### src/rtl/bec_pkg.sv
package bec_pkg;
  localparam int BEC_EVENTS = 8;
  localparam int BEC_ADDR_W = 24;
  localparam int BEC_DATA_W = 16;
  localparam int BEC_CNT_W = 8;
  localparam logic [7:0] BEC_PASS_MIN = 8'h01;
  localparam logic [15:0] BEC_MASK_ODD = 16'hFF00;
  localparam logic [15:0] BEC_MASK_EVEN = 16'h00FF;
  localparam logic [15:0] BEC_MASK_WORD = 16'hFFFF;
  localparam int BEC_ST_W = 2;
  localparam logic [1:0] BEC_ST_RESET = 2'h0;

  typedef enum logic [1:0] {
    BEC_MODE_AND = 2'b00,
    BEC_MODE_AND_SAME = 2'b01,
    BEC_MODE_OR = 2'b10,
    BEC_MODE_STATE = 2'b11
  } bec_mode_type;

  typedef enum logic [1:0] {
    BEC_ACC_READ = 2'b01,
    BEC_ACC_WRITE = 2'b10,
    BEC_ACC_BOTH = 2'b11
  } bec_acc_type;
endpackage

### src/rtl/bec_hit_if.sv
`timescale 1ns/1ps
`default_nettype none
interface bec_hit_if;
  logic hit;
  logic pass_done;
  modport det (output hit, output pass_done);
  modport comb (input hit, input pass_done);
endinterface
`default_nettype wire

### src/rtl/bec_detector.sv
`timescale 1ns/1ps
`default_nettype none
module bec_detector
  import bec_pkg::*;
(
  input wire logic clk,
  input wire logic rst,
  input wire logic clear,
  input wire logic force_one,
  input wire logic cyc_valid,
  input wire logic cyc_write,
  input wire logic cyc_byte,
  input wire logic [BEC_ADDR_W-1:0] cyc_addr,
  input wire logic [BEC_DATA_W-1:0] cyc_data,
  input wire logic [BEC_ADDR_W-1:0] ev_addr,
  input wire logic [BEC_DATA_W-1:0] ev_data,
  input wire logic [BEC_DATA_W-1:0] ev_mask,
  input wire logic ev_data_en,
  input wire bec_acc_type ev_acc,
  input wire logic [BEC_CNT_W-1:0] ev_pass,
  bec_hit_if.det hif
);
  logic [BEC_CNT_W-1:0] cnt_reg;
  logic [BEC_DATA_W-1:0] lane_mask;
  logic acc_ok;
  logic match;
  logic [BEC_CNT_W-1:0] target;

  always_comb begin
    // Byte cycles compare only the lane that carries the byte
    if (cyc_byte) begin
      lane_mask = cyc_addr[0] ? BEC_MASK_ODD : BEC_MASK_EVEN;
    end else begin
      lane_mask = BEC_MASK_WORD;
    end
  end

  assign acc_ok = cyc_write ? ev_acc[1] : ev_acc[0];
  assign match = cyc_valid && acc_ok && (cyc_addr == ev_addr) &&
    (!ev_data_en || (((cyc_data ^ ev_data) & ev_mask & lane_mask) == '0));
  assign target = (force_one || ev_pass == '0) ? BEC_PASS_MIN : ev_pass;
  assign hif.hit = match;
  assign hif.pass_done = (cnt_reg >= target);

  always_ff @(posedge clk) begin
    if (rst || clear) begin
      cnt_reg <= '0;
    end else if (match && cnt_reg < target) begin
      cnt_reg <= cnt_reg + BEC_PASS_MIN;
    end
  end
endmodule
`default_nettype wire

### src/rtl/bec_top.sv
`timescale 1ns/1ps
`default_nettype none
module bec_top
  import bec_pkg::*;
#(
  parameter int EVENTS = BEC_EVENTS
) (
  input wire logic clk,
  input wire logic rst,
  input wire logic cyc_valid,
  input wire logic cyc_write,
  input wire logic cyc_byte,
  input wire logic [BEC_ADDR_W-1:0] cyc_addr,
  input wire logic [BEC_DATA_W-1:0] cyc_data,
  input wire bec_mode_type mode,
  input wire logic [EVENTS-1:0] ev_enable,
  input wire logic [EVENTS*BEC_ADDR_W-1:0] ev_addr,
  input wire logic [EVENTS*BEC_DATA_W-1:0] ev_data,
  input wire logic [EVENTS*BEC_DATA_W-1:0] ev_mask,
  input wire logic [EVENTS-1:0] ev_data_en,
  input wire logic [EVENTS*2-1:0] ev_acc,
  input wire logic [EVENTS*BEC_CNT_W-1:0] ev_pass,
  input wire logic [EVENTS*BEC_ST_W-1:0] st_next,
  input wire logic [BEC_ST_W-1:0] st_break,
  input wire logic break_clear,
  output logic break_req,
  output logic [EVENTS-1:0] ev_status,
  output logic [BEC_ST_W-1:0] st_state
);
  logic [EVENTS-1:0] hit;
  logic [EVENTS-1:0] done;
  logic force_one;
  logic cond;
  logic [BEC_ST_W-1:0] st_next_val;
  logic st_adv;

  assign force_one = (mode == BEC_MODE_AND_SAME);

  genvar i;
  generate
    for (i = 0; i < EVENTS; i++) begin : g_det
      bec_hit_if hif ();
      bec_detector u_det (
        .clk(clk),
        .rst(rst),
        .clear(break_clear),
        .force_one(force_one),
        .cyc_valid(cyc_valid),
        .cyc_write(cyc_write),
        .cyc_byte(cyc_byte),
        .cyc_addr(cyc_addr),
        .cyc_data(cyc_data),
        .ev_addr(ev_addr[i*BEC_ADDR_W +: BEC_ADDR_W]),
        .ev_data(ev_data[i*BEC_DATA_W +: BEC_DATA_W]),
        .ev_mask(ev_mask[i*BEC_DATA_W +: BEC_DATA_W]),
        .ev_data_en(ev_data_en[i]),
        .ev_acc(bec_acc_type'(ev_acc[i*2 +: 2])),
        .ev_pass(ev_pass[i*BEC_CNT_W +: BEC_CNT_W]),
        .hif(hif)
      );
      assign hit[i] = hif.hit;
      assign done[i] = hif.pass_done;
    end
  endgenerate

  // Lowest enabled event on its first hit, pass count one, steers the state
  always_comb begin
    st_adv = 1'b0;
    st_next_val = st_state;
    for (int k = EVENTS - 1; k >= 0; k--) begin
      if (ev_enable[k] && hit[k] && done[k] == 1'b0 &&
          (ev_pass[k*BEC_CNT_W +: BEC_CNT_W] <= BEC_PASS_MIN)) begin
        st_adv = 1'b1;
        st_next_val = st_next[k*BEC_ST_W +: BEC_ST_W];
      end
    end
  end

  always_comb begin
    case (mode)
      BEC_MODE_AND: cond = (ev_enable != '0) && ((done & ev_enable) == ev_enable);
      BEC_MODE_AND_SAME: cond = (ev_enable != '0) && ((hit & ev_enable) == ev_enable);
      BEC_MODE_OR: cond = |(done & ev_enable);
      BEC_MODE_STATE: cond = (st_state == st_break);
      default: cond = 1'b0;
    endcase
  end

  always_ff @(posedge clk) begin
    if (rst || break_clear) begin
      st_state <= BEC_ST_RESET;
    end else if (mode == BEC_MODE_STATE && st_adv) begin
      st_state <= st_next_val;
    end
  end

  always_ff @(posedge clk) begin
    if (rst || break_clear) begin
      break_req <= 1'b0;
    end else if (cond) begin
      break_req <= 1'b1;
    end
  end

  always_ff @(posedge clk) begin
    if (rst) begin
      ev_status <= '0;
    end else begin
      ev_status <= done & ev_enable;
    end
  end
endmodule
`default_nettype wire

### config.mk
export PLATFORM = sky130hd
export DESIGN_NAME = bec_top
export DESIGN_NICKNAME = d
export VERILOG_FILES = /design/src/rtl/bec_pkg.sv /design/src/rtl/bec_hit_if.sv /design/src/rtl/bec_detector.sv /design/src/rtl/bec_top.sv
export SDC_FILE = /design/constraint.sdc
export NUM_CORES = 1
export LEC_CHECK = 0
export BUFFER_PORTS_ARGS = -buffer_cell sky130_fd_sc_hd__buf_2
export CORE_AREA = 3 3 242 244
export CTS_BUF_LIST = sky130_fd_sc_hd__clkbuf_8
export DETAILED_ROUTE_END_ITERATION = 10
export DIE_AREA = 0 0 245 247
export SETUP_SLACK_MARGIN = 0.1
export SYNTH_ARGS = -nofsm -noshare
export SYNTH_HDL_FRONTEND = slang
export SYNTH_SLANG_ARGS = --single-unit
### constraint.sdc
create_clock -name clk -period 10.4 [get_ports clk]
set_input_delay 1.04 -clock clk [delete_from_list [all_inputs] [get_ports clk]]
set_output_delay 1.04 -clock clk [all_outputs]
set_load 0.05 [all_outputs]
## Word level (Yosys, flattened, before mapping)

Index checks and enable logic that the tools add are counted.

- Bits in registers: 75
- Word-level logic and storage cells: 231
- Input port bits: 610

- Reductions and logical operators: 105
- Equality and inequality tests: 14
- Add/subtract/negate cells: 8
- Bitwise logic cells: 34
- Mux-type cells: 35
- $lt $le $gt $ge: 24

Operators by type and width:

| operator | number |
|---|---|
| $and A16 B16 Y16 | 16 |
| $eq A24 B24 Y1 | 8 |
| $logic_not A16 Y1 | 8 |
| $xor A16 B16 Y16 | 8 |
| $add A8 B1 Y8 const B | 8 |
| $ge A8 B8 Y1 | 8 |
| $le A8 B1 Y1 const B | 8 |
| $logic_not A8 Y1 | 8 |
| $lt A8 B8 Y1 | 8 |
| $mux W8 | 8 |
| $logic_and A1 B1 Y1 | 59 |
| $mux W16 | 2 |
| $logic_or A1 B1 Y1 | 17 |
| $and A8 B8 Y8 | 2 |
| $eq A8 B8 Y1 | 2 |
| $mux W1 | 16 |
| $mux W2 | 8 |
| $reduce_bool A8 Y1 | 2 |
| $logic_not A1 Y1 | 8 |
| $not A1 Y1 | 8 |
| $reduce_or A8 Y1 | 1 |
| $eq A2 B2 Y1 const B | 2 |
| $pmux W1 S4 | 1 |
| $eq A2 B1 Y1 const B | 1 |
| other kinds (3) | 3 |

## Depth between registers and ports, before layout

- Depth in word-level cells: 19
- Gate-level depth with buffers: 14
- Gate-level depth less buffers: 13

## Cells and area by module

Synthesis repeated with hierarchy kept, for this count alone.

- Cell total of the unflattened synthesis: 1,274
- Area, all modules: 10,717.8 sq um

Modules (own cells, without submodules):

| module | seq. area each (sq um) | cells each | area each (sq um) | instances |
|---|---|---|---|---|
| bec_detector at g_det[0].u_det ... | 160.2 | 139 | 1,166.1 | 6 |
| bec_detector at g_det[6].u_det ... | 160.2 | 158 | 1,405.1 | 2 |
| bec_top | 220.2 | 124 | 910.9 | 1 |

## Worst setup path after synthesis

No wires, ideal clock.

- Kind: in2reg
- Start point: input mode[1]
- End point: register st_state[0]
- Arrival time: 3.937 ns
- Setup slack: 6.377 ns
- Cell stages on the path: 14
- Required time: 10.314 ns
- Path through: nand2b_1 > clkbuf_1 > clkbuf_1 > nand2_1 > ha_1 > a21oi_1 > o221ai_1 > a221o_1 > nor4bb_1 > and3_1 > o31a_1 > mux2i_1 > o31a_1 > a211oi_1

- Longest elaborated chain between the ends: 17

Ends and longest elaborated chain:

| what | line | text |
|---|---|---|
| start: declaration | bec_top.sv:15 | `input wire bec_mode_type mode,` |
| $eq A2 B1 Y1 | bec_top.sv:37 | `assign force_one = (mode == BEC_MODE_AND_SAME);` |
| $logic_or A1 B1 Y1 | bec_detector.sv:41 | `assign target = (force_one \|\| ev_pass == '0) ? BEC_PASS_MIN : ev_pass;` |
| $mux W8 | bec_detector.sv:41 |  |
| $ge A8 B8 Y1 | bec_detector.sv:43 | `assign hif.pass_done = (cnt_reg >= target);` |
| $not A1 Y1 | bec_top.sv:71 | `if (ev_enable[k] && hit[k] && done[k] == 1'b0 &&` |
| $logic_and A1 B1 Y1 (2 in series) | bec_top.sv:71 |  |
| $mux W1 (8 in series) | bec_top.sv:71 |  |
| $logic_and A1 B1 Y1 | bec_top.sv:92 | `end else if (mode == BEC_MODE_STATE && st_adv) begin` |
| $reduce_and A2 Y1 (no source line) | - |  |
| end signal: assignment | bec_top.sv:93 | `st_state <= st_next_val;` |
| end: declaration | bec_top.sv:28 | `output logic [BEC_ST_W-1:0] st_state` |

Parallel ways exist; a longest one is shown, timed or not.
A chain may end at the register's enable or synchronous reset.

## Final worst setup path

- Start point: input ev_pass[5]
- End point: register st_state[0]

- Longest elaborated chain between the ends: 10

Ends and longest elaborated chain:

| what | line | text |
|---|---|---|
| start: declaration | bec_top.sv:22 | `input wire logic [EVENTS*BEC_CNT_W-1:0] ev_pass,` |
| $logic_not A8 Y1 | bec_detector.sv:41 |  |
| $logic_or A1 B1 Y1 | bec_detector.sv:41 |  |
| $mux W8 | bec_detector.sv:41 |  |
| $ge A8 B8 Y1 | bec_detector.sv:43 |  |
| $not A1 Y1 | bec_top.sv:71 |  |
| $logic_and A1 B1 Y1 | bec_top.sv:71 |  |
| $logic_and A1 B1 Y1 (*) | bec_top.sv:71 |  |
| $mux W1 | bec_top.sv:71 |  |
| $logic_and A1 B1 Y1 | bec_top.sv:92 |  |
| $reduce_and A2 Y1 (no source line) | - |  |

Every way passes the cells marked *; elsewhere a longest branch is shown, timed or not.

==> impl_metrics.csv <==
group,metric,value,unit
timing,hold_ws,511.8,ps
cts,cts_setup_buffers,0,
timing,rsz0062_at_grt,"false",
global_route,grt_pass1_wl,91.88,mm
critical_path,cp_top_family,"simple AND/OR/NAND/NOR gates",
cts,clock_sinks,75,
critical_path,crit_fanout,4,
logic_synthesis,syn_avg_cell_area,7.756,µm²
routing,dr.pass1.iters,4,
final_layout,fill_cells,6453,
final_layout,nets,2566,
critical_path,worstPathArrival,4860,ps
cts,h-tree-depth,3,
floorplanning,boundaryPins,621,
global_route,grt_max_degree,69,
timing,clock.fmax,218.8,MHz
power,p_clk_share,25.2,%
worst_hold_path,hold-path-cell-count,2,
routing,drcViolationCount,0,
critical_path,required,10690,ps
routing,drt-total-wl,68.31,mm
routing,routedWlPerCell,25.67,µm
cts,cts_root_buffer,"clkbuf_8",
final_layout,area_growth,40.33,%
logic_synthesis,synth_warnings,0,
power,p_sw,0.0003722,W
cts,cts_resized,0,
routing,vias_per_cell,4.681,
cts,cts_tree,"yes",
routing,final_antenna_net_count,0,
run_status,status,"complete, no violations",
critical_path,cp-end-kind,"flip-flop",
power,p_comb_share,44.9,%
logic_synthesis,syn_inst,1306,
final_layout,regArea,1501,µm²
logic_synthesis,ys_types,62,
timing,finalSetupViolCount,0,
critical_path,critPathLaunchType,"input pin",
critical_path,reg2regPathDepth,10,
final_layout,final_cell_area,14210,µm²
final_layout,drive_gt1_share,34.89,%
floorplanning,core,56500,µm²
run,maxCapViolations,0,
floorplanning,chipHeight,247,µm
timing,min_period,4570,ps
critical_path,path_buf_inv,1,
cts,cts.reportedPaths.clkPinSlew,90,ps
cts,cts_buffers,9,
logic_synthesis,synth_nets,1988,
critical_path,path_class,"input pin to flip-flop",
placement,place.gp.congestion,1.028,
routing,routed-via-count,12460,
power,seq_power_share,29.9,%
timing,period_share,43.94,%
timing,slew_headroom,27.44,%
logic_synthesis,async_reset_ff_share,0,%
power,p_leak,6.523,nW
power,ir_drop,56.42,µV
routing,dr.first_iter.drc_count,692,
placement,place_hpwl,61.96,mm
power,power_density,67.62,nW/µm²
logic_synthesis,syn-cell-area,10130,µm²
placement,pre_cts_ws,5453,ps
global_route,antenna_found_initial,54,
floorplanning,die_x,245,µm
logic_synthesis,synth-edff-count,0,
timing,tightestPinTransition,1077,ps
floorplanning,start_util,17.93,%
timing,hold_viol,0,
global_route,gr-usage-all-layers,21.58,%
global_route,grt_overflow,0,
logic_synthesis,synth.ff_latch_count,75,
floorplanning,rows,87,
timing,tns,0,ps
timing,worst_slack,5830,ps
cts,clk_path_buf_depth,2,
critical_path,cpMaxStageDelayCell,"nor4_1",
cts,insertion_delay,370,ps
final_layout,multi_input_area,8245,µm²
timing,slew_viol_final,0,
power,power_switching_share,38.73,%
critical_path,cp_num_cells,14,
final_layout,largest_reg_flops,64,
floorplanning,dieArea,60520,µm²
placement,io_buffers,620,
critical_path,path_cells,"buf_2 -> or4_1 -> nor4_1 -> or3_1 -> ha_1 -> and4b_1 -> a2111oi_0 -> o21ai_0 -> nor3b_1 -> o2111ai_1 -> nand4_1 -> o311a_1 -> nor2_1 -> a211oi_1",
timing,fin_skew,9.938,ps
power,internal_power,0.0005890,W
critical_path,max_stage_delay,710,ps
worst_hold_path,hold_path_class,"flip-flop to flip-flop",
logic_synthesis,ys.flop_type,"dfxtp_1",
final_layout,final_core_util,25.16,%
cts,holdBufCountCts,0,
global_route,grt_pass1_vias,12370,
placement,place_area,13970,µm²
logic_synthesis,ys_seq_area_share,14.82,%
==> cells by family (layout without fill, tap and decap cells) <==
family | after synthesis | after routing | share of synthesized area (%)
AND/OR/NAND/NOR | 483 | 483 | 25.14
XOR/XNOR | 375 | 375 | 32.42
AO/OA/AOI/OAI | 195 | 195 | 13.33
buffers and inverters | 91 | 674 | 3.866
flip-flops | 75 | 75 | 14.82
adder cells (fa/ha/maj) | 72 | 72 | 8.893
multiplexers | 15 | 15 | 1.532
other | 0 | 16 | 0
==> layout by cell type (no fill, tap or decap), types with 3 or more instances in the layout <==
cell type     n
or2_2         3
buf_2       620
mux2i_1      11
o211ai_1      4
clkbuf_8     10
xnor2_1      89
nand4_1      66
nand2b_1      8
o21ai_0      35
xor2_1      286
nor2b_1       8
nand3_1      34
or4_1        13
a211o_1       3
nor4bb_1      4
buf_4         9
nor4_1       74
o2111ai_1     8
nand2_1     110
nor3_1       17
a22oi_1      64
a31oi_1       5
clkinvlp_4    3
and3_1       18
mux2_2        4
o31ai_1       5
inv_1        30
and2_1        4
or3_1        12
a211oi_1      6
nand4b_1      4
nor2_1       93
a22o_1        3
a21oi_1      30
ha_1         72
diode_2      16
a2111oi_0     3
dfxtp_1      75
a21o_1       10
==> layer usage <==
| metal | track usage, % | routed length [µm] | vias to the layer above |
|---|---|---|---|
| met5 | 0 | 109 | - |
| met4 | 9.639 | 3589 | 20 |
| met3 | 4.825 | 4861 | 149 |
| met2 | 36.52 | 31820 | 616 |
| met1 | 26.15 | 27930 | 5788 |
| li1 | - | - | 5882 |
==> path summary, 6_finish.rpt <==
| kind | startpoint | to | slack [ps] |
|---|---|---|---|
| worst min-delay path | g_det[0].u_det.cnt_reg[1]$_SDFFE_PP0P_ | g_det[0].u_det.cnt_reg[1]$_SDFFE_PP0P_ | 510 |
| worst max register to register | g_det[7].u_det.cnt_reg[2]$_SDFFE_PP0P_ | break_req$_SDFFE_PP0P_ | 7320 |
| worst max-delay path | ev_pass[5] | st_state[0]$_SDFFE_PP0P_ | 5830 |
| worst min register to register | g_det[0].u_det.cnt_reg[1]$_SDFFE_PP0P_ | g_det[0].u_det.cnt_reg[1]$_SDFFE_PP0P_ | 510 |
==> cell usage after synthesis (all sizes together), types with 4 or more instances <==
cell | count | area (µm²)
a2111oi | 4 | 41.29
a211oi | 7 | 57.55
a21o | 10 | 75.07
a21oi | 30 | 150.1
a22oi | 64 | 480.5
a31oi | 5 | 31.28
and2 | 4 | 25.02
and3 | 18 | 112.6
buf | 27 | 151.4
clkbuf | 35 | 131.4
dfxtp | 75 | 1501
ha | 72 | 900.9
inv | 29 | 108.9
mux2 | 4 | 45.04
mux2i | 11 | 110.1
nand2 | 110 | 412.9
nand2b | 9 | 56.30
nand3 | 34 | 170.2
nand4 | 66 | 412.9
nand4b | 4 | 35.03
nor2 | 93 | 349.1
nor2b | 8 | 50.05
nor3 | 19 | 105.1
nor4 | 75 | 484.2
nor4bb | 4 | 40.04
o2111ai | 8 | 70.07
o211ai | 4 | 30.03
o21ai | 36 | 180.2
o31ai | 5 | 37.54
or3 | 12 | 75.07
or4 | 13 | 97.59
xnor2 | 89 | 779.5
xor2 | 286 | 2505
==> area by class of cell <==
class	count	area share, %
antenna	16	0.2817
sequential	75	10.56
multi-input combinational	1140	58.01
timing repair buffer	629	22.30
clock inverter	6	0.4577
inverter	29	0.7658
clock buffer	10	0.9682
tap	756	6.654
==> worst reg2reg max path: cells and delay by family (launching register included) <==
kind | cells | cell delay (ps)
AO/OA/AOI/OAI | 6 | 1630
adder cells (fa/ha/maj) | 1 | 300
flip-flops | 1 | 460
AND/OR/NAND/NOR | 3 | 560
==> stage by stage <==
stage | total power, W | instances
floorplan | 0.0004988 | 1306
global placement | 0.0007215 | 2629
detailed placement | 0.0007203 | 2629
CTS | 0.0009674 | 2645
global route | 0.001012 | 2657
finish | 0.0009612 | 2661
==> power by group through the flow <==
| stage | Clock, W | Combinational, W | Sequential [W] |
|---|---|---|---|
| 6_report | 0.000242 | 0.000431 | 0.000287 |
| 5_1_grt | 0.000261 | 0.000463 | 0.000288 |
| 4_1_cts | 0.000252 | 0.000428 | 0.000287 |
| 3_5_place_dp | 0 | 0.000426 | 0.000294 |
| 3_3_place_gp | 0 | 0.000427 | 0.000294 |
| 2_1_floorplan | 0 | 0.000203 | 0.000295 |
Power figures use the tool's default switching activity.
